===== src/wle_cfg.svh =====
`ifndef WLE_CFG_SVH
`define WLE_CFG_SVH

// ==========================================================================
// Register indices (byte address = index * 4)
// ==========================================================================
`define WLE_IDX_SHARP      10'h130
`define WLE_IDX_OFFS       10'h131
`define WLE_IDX_GAIN       10'h132
`define WLE_IDX_CTRL       10'h140

// ==========================================================================
// Reset values
// ==========================================================================
`define WLE_RST_SHARP      12'h200
`define WLE_RST_OFFS       12'h000
`define WLE_RST_GAIN       12'h020
`define WLE_RST_PEND       1'b1

// ==========================================================================
// Field positions
// ==========================================================================
`define WLE_F_CORING       1:0
`define WLE_F_PEAK         4:2
`define WLE_B_BYP_LP       5
`define WLE_B_BYP_SKEW     6
`define WLE_B_BYP_VACT     7
`define WLE_B_SWAP         8
`define WLE_F_FREQ         10:9
`define WLE_F_OFFS         7:0
`define WLE_B_FLOOR        11
`define WLE_F_GAIN         5:0
`define WLE_F_NR           7:6
`define WLE_B_CLAMP        8
`define WLE_B_BRI_BYP      9
`define WLE_B_CON_BYP      10
`define WLE_B_LATCH        6

// ==========================================================================
// Luma levels in 8.2 fixed point, and the unity gain code
// ==========================================================================
`define WLE_CLAMP_HI       16'sd128
`define WLE_CLAMP_LO       16'sd64
`define WLE_FLOOR          16'sd64
`define WLE_YMAX           16'sd1023
`define WLE_UNITY          6'd32

`endif


===== src/wle_pkg.sv =====
package wle_pkg;

    // Input sample: luma in 8.2 fixed point, both chroma parts, active flag
    typedef struct packed {
        logic [9:0] y;
        logic [7:0] cb;
        logic [7:0] cr;
        logic       vact;
    } wle_pix_in_s;

    // Output sample: 8-bit luma, multiplexed chroma
    typedef struct packed {
        logic [7:0] y;
        logic [7:0] c;
        logic       vact;
    } wle_pix_out_s;

    // APB request signals
    typedef struct packed {
        logic        psel;
        logic        penable;
        logic        pwrite;
        logic [11:0] paddr;
        logic [31:0] pwdata;
    } wle_apb_req_s;

    // The three adjustment words
    typedef struct packed {
        logic [11:0] sharp;
        logic [11:0] offs;
        logic [11:0] gain;
    } wle_cfg_s;

    typedef enum logic [1:0] {
        WLE_NR_ROUND,
        WLE_NR_TRUNC,
        WLE_NR_ACC1,
        WLE_NR_ACC2
    } wle_nr_e;

    // Whole state of the top module
    typedef struct packed {
        wle_cfg_s          shadow;
        wle_cfg_s          active;
        logic              pend;
        wle_pix_in_s [5:0] line;
        logic              phase;
        logic [1:0]        err;
        logic              out_valid;
        wle_pix_out_s      out;
        logic              pready;
        logic [31:0]       prdata;
        logic              pslverr;
    } wle_state_s;

endpackage : wle_pkg


===== src/wle_buf.sv =====
`timescale 1ns/1ps

module wle_buf #(
    parameter int WIDTH = 27
) (
    input  wire logic             clk,       // Pixel clock
    input  wire logic             rst_n,     // Sync reset, active low
    input  wire logic             ce,        // Clock enable
    input  wire logic             in_valid,  // Producer has a word
    output logic                  in_ready,  // Room for a word
    input  wire logic [WIDTH-1:0] in_data,   // Word in
    output logic                  out_valid, // Word available
    input  wire logic             out_ready, // Consumer takes it
    output logic [WIDTH-1:0]      out_data   // Oldest word
);

    // ======================================================================
    // Elaboration check
    // ======================================================================
    if (WIDTH < 1)
    begin : g_chk
        $error("wle_buf: WIDTH must be at least 1");
    end

    typedef struct packed {
        logic [1:0][WIDTH-1:0] mem;
        logic                  wr;
        logic                  rd;
        logic [1:0]            cnt;
        logic                  room;
    } wle_buf_s;

    wle_buf_s st;
    wle_buf_s next_st;
    logic     push;
    logic     pop;

    // ======================================================================
    // Two entries, so a stalled consumer never drops a word
    // ======================================================================
    always_comb
    begin
        next_st = st;
        push    = in_valid && st.room;
        pop     = out_valid && out_ready;
        if (push)
        begin
            next_st.mem[st.wr] = in_data;
            next_st.wr         = ~st.wr;
        end
        if (pop)
        begin
            next_st.rd = ~st.rd;
        end
        next_st.cnt  = 2'(st.cnt + {1'b0, push} - {1'b0, pop});
        next_st.room = (next_st.cnt != 2'd2);
    end

    always_ff @(posedge clk)
    begin
        if (!rst_n)
        begin
            st      <= '0;
            st.room <= 1'b1;
        end
        else if (ce)
        begin
            st <= next_st;
        end
    end

    assign in_ready  = st.room;
    assign out_valid = (st.cnt != 2'd0);
    assign out_data  = st.mem[st.rd];

endmodule : wle_buf


===== src/wle_top.sv =====
`timescale 1ns/1ps
`include "wle_cfg.svh"

module wle_top
    import wle_pkg::*;
(
    input  wire logic         clk,       // Pixel clock, 125 MHz
    input  wire logic         rst_n,     // Sync reset, active low
    input  wire logic         ce,        // Clock enable, freezes all state
    input  wire wle_apb_req_s apb,       // APB request
    output logic [31:0]       prdata,    // APB read data
    output logic              pready,    // APB ready
    output logic              pslverr,   // APB error, unmapped address
    input  wire logic         in_valid,  // Input sample valid
    output logic              in_ready,  // Input sample accepted
    input  wire wle_pix_in_s  in_pix,    // Input sample
    output logic              out_valid, // Output sample valid
    input  wire logic         out_ready, // Formatter takes sample
    output wle_pix_out_s      out_pix    // Output sample
);

    localparam int PW = $bits(wle_pix_in_s);

    wle_state_s        st;
    wle_state_s        next_st;
    logic              b_valid;
    logic              b_ready;
    logic [PW-1:0]     b_raw;
    wle_pix_in_s       b_pix;
    logic              adv;
    logic              take;
    logic              ctrl_wr;
    logic              hit;
    logic [11:0]       rdval;
    wle_pix_in_s [6:0] win;
    logic signed [15:0] ctr;
    logic signed [15:0] lp;
    logic signed [15:0] hf;
    logic signed [15:0] hfc;
    logic signed [15:0] boost;
    logic signed [15:0] cor;
    logic signed [15:0] y_pk;
    logic signed [15:0] y_con;
    logic signed [15:0] y_bri;
    logic signed [15:0] y_flr;
    logic signed [15:0] clamp;
    logic [7:0]         y8;
    logic [1:0]         next_err;
    logic               vact_c;

    // ======================================================================
    // Input buffer
    // ======================================================================
    // Ready towards the decoder comes from a flop inside the buffer
    wle_buf #(
        .WIDTH     (PW)
    ) u_buf (
        .clk       (clk),
        .rst_n     (rst_n),
        .ce        (ce),
        .in_valid  (in_valid),
        .in_ready  (in_ready),
        .in_data   (in_pix),
        .out_valid (b_valid),
        .out_ready (b_ready),
        .out_data  (b_raw)
    );

    assign b_pix = wle_pix_in_s'(b_raw);

    // ======================================================================
    // Next-state logic
    // ======================================================================
    always_comb
    begin
        next_st = st;
        // APB decode; one-cycle access phase
        hit = 1'b1;
        case (apb.paddr[11:2])
            `WLE_IDX_SHARP: rdval = st.shadow.sharp;
            `WLE_IDX_OFFS:  rdval = st.shadow.offs;
            `WLE_IDX_GAIN:  rdval = st.shadow.gain;
            `WLE_IDX_CTRL:  rdval = {5'h00, st.pend, 6'h00};
            default:
            begin
                rdval = 12'h000;
                hit   = 1'b0;
            end
        endcase
        next_st.pready = 1'b0;
        if (apb.psel && !apb.penable)
        begin
            next_st.pready  = 1'b1;
            next_st.prdata  = {20'h00000, rdval};
            next_st.pslverr = !hit;
        end
        ctrl_wr = 1'b0;
        if (apb.psel && apb.penable && st.pready && apb.pwrite && hit)
        begin
            case (apb.paddr[11:2])
                `WLE_IDX_SHARP: next_st.shadow.sharp = apb.pwdata[11:0];
                `WLE_IDX_OFFS:  next_st.shadow.offs  = apb.pwdata[11:0];
                `WLE_IDX_GAIN:  next_st.shadow.gain  = apb.pwdata[11:0];
                default:        ctrl_wr = apb.pwdata[`WLE_B_LATCH];
            endcase
        end

        // Settings move over only while no active sample is in the line,
        // so one line never mixes two settings
        take = st.pend && !st.line[0].vact && !st.line[1].vact && !st.line[2].vact
               && !st.line[3].vact && !st.line[4].vact && !st.line[5].vact;
        if (take)
        begin
            next_st.active = st.shadow;
            next_st.pend   = 1'b0;
        end
        // A new strobe in the takeover cycle wins over the clear
        if (ctrl_wr)
        begin
            next_st.pend = 1'b1;
        end

        // Sample window, newest first, centre at tap 3
        win[0] = b_pix;
        for (int k = 1; k < 7; k++)
        begin
            win[k] = st.line[k-1];
        end

        // Skew filter: half-sample interpolation on data and flag
        if (st.active.sharp[`WLE_B_BYP_SKEW])
        begin
            ctr = 16'(win[3].y);
        end
        else
        begin
            ctr = 16'(({6'h00, win[3].y} + {6'h00, win[4].y} + 16'h0001) >> 1);
        end
        vact_c = st.active.sharp[`WLE_B_BYP_VACT] ? win[3].vact
                 : (win[3].vact & win[4].vact);

        // Tap spacing sets the peaking centre frequency
        case (st.active.sharp[`WLE_F_FREQ])
            2'b00: lp = 16'((32'(ctr) * 2 + 32'(win[0].y) + 32'(win[6].y)) >>> 2);
            2'b10: lp = 16'((32'(ctr) * 2 + 32'(win[2].y) + 32'(win[4].y)) >>> 2);
            default: lp = 16'((32'(ctr) * 2 + 32'(win[1].y) + 32'(win[5].y)) >>> 2);
        endcase
        hf = ctr - lp;

        // Coring in quarter-LSB units
        case (st.active.sharp[`WLE_F_CORING])
            2'b01:   cor = 16'sd2;
            2'b10:   cor = 16'sd4;
            2'b11:   cor = 16'sd8;
            default: cor = 16'sd0;
        endcase
        if (hf > cor)
        begin
            hfc = hf - cor;
        end
        else if (hf < -cor)
        begin
            hfc = hf + cor;
        end
        else
        begin
            hfc = 16'sd0;
        end

        // Peaking boost, strength/8 of the cored detail
        boost = 16'((32'(hfc) * 32'(st.active.sharp[`WLE_F_PEAK])) >>> 3);
        y_pk  = (st.active.sharp[`WLE_B_BYP_LP] ? ctr : lp + hfc) + boost;
        if (y_pk < 16'sd0)
        begin
            y_pk = 16'sd0;
        end
        if (y_pk > `WLE_YMAX)
        begin
            y_pk = `WLE_YMAX;
        end

        // Gain around the clamp level, then offset, then floor
        clamp = st.active.gain[`WLE_B_CLAMP] ? `WLE_CLAMP_LO : `WLE_CLAMP_HI;
        if (st.active.gain[`WLE_B_CON_BYP])
        begin
            y_con = y_pk;
        end
        else
        begin
            y_con = clamp + 16'((32'(y_pk - clamp)
                    * 32'(st.active.gain[`WLE_F_GAIN])) >>> 5);
        end
        if (y_con < 16'sd0)
        begin
            y_con = 16'sd0;
        end
        if (y_con > `WLE_YMAX)
        begin
            y_con = `WLE_YMAX;
        end
        y_bri = y_con;
        if (!st.active.gain[`WLE_B_BRI_BYP])
        begin
            y_bri = y_con + 16'($signed(st.active.offs[`WLE_F_OFFS]) * 4);
        end
        if (y_bri < 16'sd0)
        begin
            y_bri = 16'sd0;
        end
        if (y_bri > `WLE_YMAX)
        begin
            y_bri = `WLE_YMAX;
        end
        y_flr = y_bri;
        if (st.active.offs[`WLE_B_FLOOR] && y_bri < `WLE_FLOOR)
        begin
            y_flr = `WLE_FLOOR;
        end

        // Reduction to 8 bits; error restarts each line
        next_err = st.err;
        case (wle_nr_e'(st.active.gain[`WLE_F_NR]))
            WLE_NR_ROUND:
            begin
                y8 = (y_flr[9:1] == 9'h1ff) ? 8'hff : 8'((y_flr[9:1] + 9'h001) >> 1);
            end
            WLE_NR_TRUNC:
            begin
                y8 = y_flr[9:2];
            end
            WLE_NR_ACC1:
            begin
                y8 = (y_flr[9:1] == 9'h1ff) ? 8'hff
                     : 8'((y_flr[9:1] + {8'h00, st.err[0]}) >> 1);
                next_err = {1'b0, y_flr[1] ^ st.err[0]};
            end
            WLE_NR_ACC2:
            begin
                y8 = (y_flr[9:2] == 8'hff) ? 8'hff
                     : 8'(({1'b0, y_flr[9:0]} + {9'h000, st.err}) >> 2);
                next_err = 2'(y_flr[1:0] + st.err);
            end
            default:
            begin
                y8 = y_flr[9:2];
            end
        endcase

        // Datapath moves one sample when the output register is free
        adv     = b_valid && (!st.out_valid || out_ready);
        b_ready = !st.out_valid || out_ready;
        if (out_ready)
        begin
            next_st.out_valid = 1'b0;
        end
        if (adv)
        begin
            next_st.line      = {st.line[4:0], b_pix};
            next_st.out_valid = 1'b1;
            next_st.out.y     = y8;
            next_st.out.vact  = vact_c;
            next_st.out.c     = (st.phase ^ st.active.sharp[`WLE_B_SWAP])
                                ? win[3].cr : win[3].cb;
            next_st.phase     = vact_c ? !st.phase : 1'b0;
            next_st.err       = vact_c ? next_err : 2'b00;
        end
    end

    // ======================================================================
    // State register
    // ======================================================================
    always_ff @(posedge clk)
    begin
        if (!rst_n)
        begin
            st              <= '0;
            st.shadow.sharp <= `WLE_RST_SHARP;
            st.shadow.offs  <= `WLE_RST_OFFS;
            st.shadow.gain  <= `WLE_RST_GAIN;
            st.active.sharp <= `WLE_RST_SHARP;
            st.active.offs  <= `WLE_RST_OFFS;
            st.active.gain  <= `WLE_RST_GAIN;
            st.pend         <= `WLE_RST_PEND;
        end
        else if (ce)
        begin
            st <= next_st;
        end
    end

    assign prdata    = st.prdata;
    assign pready    = st.pready;
    assign pslverr   = st.pslverr;
    assign out_valid = st.out_valid;
    assign out_pix   = st.out;
endmodule : wle_top

===== config.mk =====
export PLATFORM = sky130hd
export DESIGN_NAME = wle_top
export DESIGN_NICKNAME = d
export VERILOG_FILES = /design/src/wle_pkg.sv /design/src/wle_buf.sv /design/src/wle_top.sv
export VERILOG_INCLUDE_DIRS = /design/src
export SDC_FILE = /design/constraint.sdc
export NUM_CORES = 1
export LEC_CHECK = 0
export BUFFER_PORTS_ARGS = -buffer_cell sky130_fd_sc_hd__buf_2
export CAP_MARGIN = 20
export CELL_PAD_IN_SITES_DETAIL_PLACEMENT = 1
export CELL_PAD_IN_SITES_GLOBAL_PLACEMENT = 1
export CORE_MARGIN = 1
export CORE_UTILIZATION = 40
export CTS_CLUSTER_DIAMETER = 30
export DETAILED_ROUTE_END_ITERATION = 8
export PLACE_DENSITY_LB_ADDON = 0.1
export SLEW_MARGIN = 0
export SYNTH_ARGS = -nofsm -noshare
export SYNTH_HDL_FRONTEND = slang
export SYNTH_HIERARCHICAL = 1
export SYNTH_SLANG_ARGS = --single-unit

===== constraint.sdc =====
create_clock -name clk -period 72.5 [get_ports clk]
set_clock_uncertainty 0.15 [all_clocks]
set_input_delay 0 -clock clk [delete_from_list [all_inputs] [get_ports clk]]
set_output_delay 0 -clock clk [all_outputs]
set_load 0.03 [all_outputs]

==> results.py <==
metrics = {
    "status": {
        "outcome": "completed",
    },
    "worst_setup_path": {
        "worst_path_largest_cell_delay_ns": 0.86,
        "cp_max_fanout": 17,
        "crit_arrival_ns": 30.48,
        "worst_setup_path_end_kind": "register",
        "setup.worst_path.class": "register to register",
        "startpoint_type": "register",
        "worstPathRequired_ns": 72.83,
        "critical-path-slowest-cell": "sky130_fd_sc_hd__xnor2_1",
        "worst_path_most_repeated_cell": "sky130_fd_sc_hd__ha_1",
    },
    "clock_network": {
        "total_cts_buffers": 71,
        "clk_latency_ns": 0.59,
        "htree_num_levels": 3,
        "clk_pin_slew_worst_setup_hold_paths_ns": 0.05,
        "clock_sink_count": 276,
        "cts_tree": "yes",
        "cts.root.buffer_cell": "sky130_fd_sc_hd__clkbuf_16",
        "clockBufferDepth": 3,
    },
    "yosys": {
        "async_flop_share_pct": 0,
        "yosysSeqAreaShare_pct": 22.8,
        "synth_edf_count": 0,
        "top_ff_cell_synth": "sky130_fd_sc_hd__dfxtp_1",
        "mappedNetlistArea_um2": 24300,
        "number_of_standard_cells_after_synthesis": 3018,
        "ys_seq_elements": 276,
        "post_synth_cell_types": 114,
        "synthesis.area_per_instance_um2": 8.05,
        "synthesis.yosys.warnings": 6,
    },
    "routing": {
        "routed.top_layer": "met5",
        "route.antenna.remaining_nets": 0,
        "vias_per_cell": 5.52,
        "detailroute.wirelength.met2_um": 34900,
        "wl_per_cell_um": 18.6,
        "detail_route.wirelength.met1_um": 34100,
        "finalWirelength_um": 73100,
        "drc_errors": 0,
        "wl_met3_um": 2410,
        "drt-pass1-iter-count": 7,
        "initialDrtViolationCount": 983,
        "vias": 21632,
    },
    "timing": {
        "fin_crit_sh_pct": 41.6,
        "worstMarginPinSlew_ns": 1.08,
        "relSlewSlack_pct": 26.9,
        "min_period_ns": 30.14,
        "finalSetupViolCount": 0,
        "unrepaired_setup_endpoints_after_global_routing": "no",
        "tns_ns": 0,
        "final_hold_viol_count": 0,
        "final-max-slew-violation-count": 0,
        "max_freq_mhz": 33.2,
    },
    "global_routing": {
        "first_global_vias": 22806,
        "globalRouteTotalUtil_pct": 23.9,
        "grt_max_degree": 120,
        "wire_length_of_the_first_global_routing_pass_um": 119000,
        "antenna_found_initial": 3,
        "grt.overflow.total": 0,
    },
    "floorplanning": {
        "core-area_um2": 59500,
        "pin_count": 132,
        "rows": 89,
        "dieHeight_um": 248,
        "fp.dieW_um": 248,
        "start_util_pct": 40.8,
        "design.die.area_um2": 61700,
    },
    "power": {
        "power.ir.vdd_worst_mv": 0.0266,
        "power.density_cell_area_nw_per_um2": 32.3,
        "finalPower_mw": 0.911,
        "p_leak_nw": 12.4,
    },
    "placement": {
        "port_buffers": 89,
        "gpl.final_weighted_congestion": 0.858,
        "place.detailed.hpwl_um": 54300,
    },
    "cells_and_area": {
        "layout.nets": 3471,
        "areaGrowthSynthToFinish_pct": 16.0,
        "seqCellArea_um2": 5530,
        "fillers": 7054,
        "multiInputGateArea_um2": 17000,
        "share_of_final_layout_standard_cells_stronger_than_drive_strength_1_pct": 11.0,
        "utilization_pct": 47.4,
    },
    "flow_run": {
        "max-cap-violations": 0,
    },
    "min_path": {
        "hold_path_class": "input pin to register",
    },
}
routing by layer:
layer  up-vias  track usage (%)
li1      10485                -
met1     10729             31.4
met2       316             40.3
met3        98             3.47
met4         4             7.10
met5         -                0
through the flow:
step / area (µm²) / std cells / setup slack, ns / hold slack [ns]
after floorplan: 24400 / 3040 / 48.64 / -0.0258
after CTS: 28100 / 3918 / 42.46 / 0.0239
after global placement: 24900 / 3727 / 43.04 / 0.0976
final: 28200 / 3920 / 42.36 / 0.0617
after detailed placement: 24900 / 3728 / 42.61 / 0.106
after global routing: 28200 / 3920 / 40.21 / 0.0788
layout by cell type, fill, tap and decap left out, types with 39 or more instances in the layout:
cell | netlist | final
sky130_fd_sc_hd__nand2_1 | 543 | 543
sky130_fd_sc_hd__dfxtp_1 | 276 | 276
sky130_fd_sc_hd__inv_1 | 230 | 230
sky130_fd_sc_hd__ha_1 | 191 | 191
sky130_fd_sc_hd__a21boi_0 | 185 | 185
sky130_fd_sc_hd__nor2_1 | 120 | 120
sky130_fd_sc_hd__fa_1 | 111 | 111
sky130_fd_sc_hd__a21oi_1 | 107 | 107
sky130_fd_sc_hd__and2_1 | 102 | 102
sky130_fd_sc_hd__nand3_1 | 94 | 93
sky130_fd_sc_hd__buf_2 | 12 | 89
sky130_fd_sc_hd__o21ai_0 | 83 | 83
sky130_fd_sc_hd__xnor2_1 | 77 | 77
sky130_fd_sc_hd__clkbuf_16 | 0 | 71
sky130_fd_sc_hd__dlygate4sd3_1 | 0 | 61
sky130_fd_sc_hd__a21o_1 | 56 | 56
sky130_fd_sc_hd__o21ai_1 | 46 | 46
sky130_fd_sc_hd__nor2b_1 | 39 | 39
sky130_fd_sc_hd__nor3_1 | 39 | 39
layout make-up:
class	instances	share of cell area, %
Antenna cell	1	0.00888
Inverter	232	3.10
Multi-Input combinational cell	2338	60.2
Clock inverter	35	2.15
Sequential cell	276	19.6
Clock buffer	94	7.08
Timing Repair Buffer	171	4.40
Tap cell	773	3.43
critical path, delay by kind of cell (launching register included):
family          cells  cell delay (ns)
compound gates     52            13.25
xor+xnor            9             2.76
fa+ha+maj          20             7.64
buf+inv            11             1.01
flops               1             0.33
mux                 2             0.82
simple gates       22             4.03
sequential cells by signal, summed over array words and instances, names as in the netlist:
register        count
st                185
out_valid           1
u_buf/in_ready      1
pslverr             1
u_buf/st           58
out_pix            17
pready              1
prdata             12
path summary, 6_finish.rpt:
kind,start,to,slack (ns),cells past startpoint
setup reg to reg,st[153],out_pix[12],42.36,116
hold / removal,in_pix[3],u_buf/st[8],0.06,4
setup / recovery,st[153],out_pix[12],42.36,116
hold reg to reg,u_buf/st[21],u_buf/st[21],0.30,2
Yosys cell counts, drive strengths merged (10+ instances only):
cell | number | area (µm²)
a211oi | 23 | 223
a21boi | 189 | 1420
a21o | 57 | 429
a21oi | 107 | 536
a221oi | 10 | 100
a222oi | 11 | 110
a31oi | 20 | 125
and2 | 102 | 638
and3 | 12 | 80.1
buf | 84 | 608
clkbuf | 110 | 413
dfxtp | 276 | 5530
fa | 111 | 2220
ha | 191 | 2390
inv | 231 | 867
mux2 | 34 | 387
mux2i | 23 | 230
nand2 | 543 | 2040
nand2b | 30 | 188
nand3 | 96 | 490
nand4 | 11 | 83.8
nor2 | 122 | 463
nor2b | 39 | 244
nor3 | 41 | 215
nor4 | 17 | 140
o211a | 23 | 230
o211ai | 14 | 115
o21a | 34 | 255
o21ai | 147 | 803
o21bai | 17 | 128
o31ai | 18 | 145
or2 | 11 | 68.8
or3 | 17 | 111
or4 | 11 | 90.1
xnor2 | 77 | 674
xor2 | 30 | 263
timing repair:
item	4_1_cts	5_1_grt
buffers inserted	0	0
endpoints found under the hold margin	147	0
endpoints found under the setup margin	0	0
gates resized for setup	0	0
hold buffers	61	0
cells by family (layout without fill, tap and decap cells):
logic type                 Yosys count  after routing  synth area share, %
muxes                               57             57                 2.54
other                                1             24               0.0154
and+or+nand+nor                   1089           1089                 21.4
xor gates and xnor gates           108            108                 3.96
AOI/OAI and AO/OA                  758            758                 22.5
DFF                                276            276                 22.8
adders and majority gates          303            303                 19.0
buffers and inverters              426            532                 7.80
power by group:
group	internal (mW)	leakage (nW)	total, mW	switching [mW]
sequential	0.160	2.23	0.166	0.00615
clock	0.237	1.25	0.339	0.102
combinational	0.142	8.87	0.407	0.265
total	0.538	12.4	0.911	0.373
No activity file was read; power rests on OpenSTA's default activity.
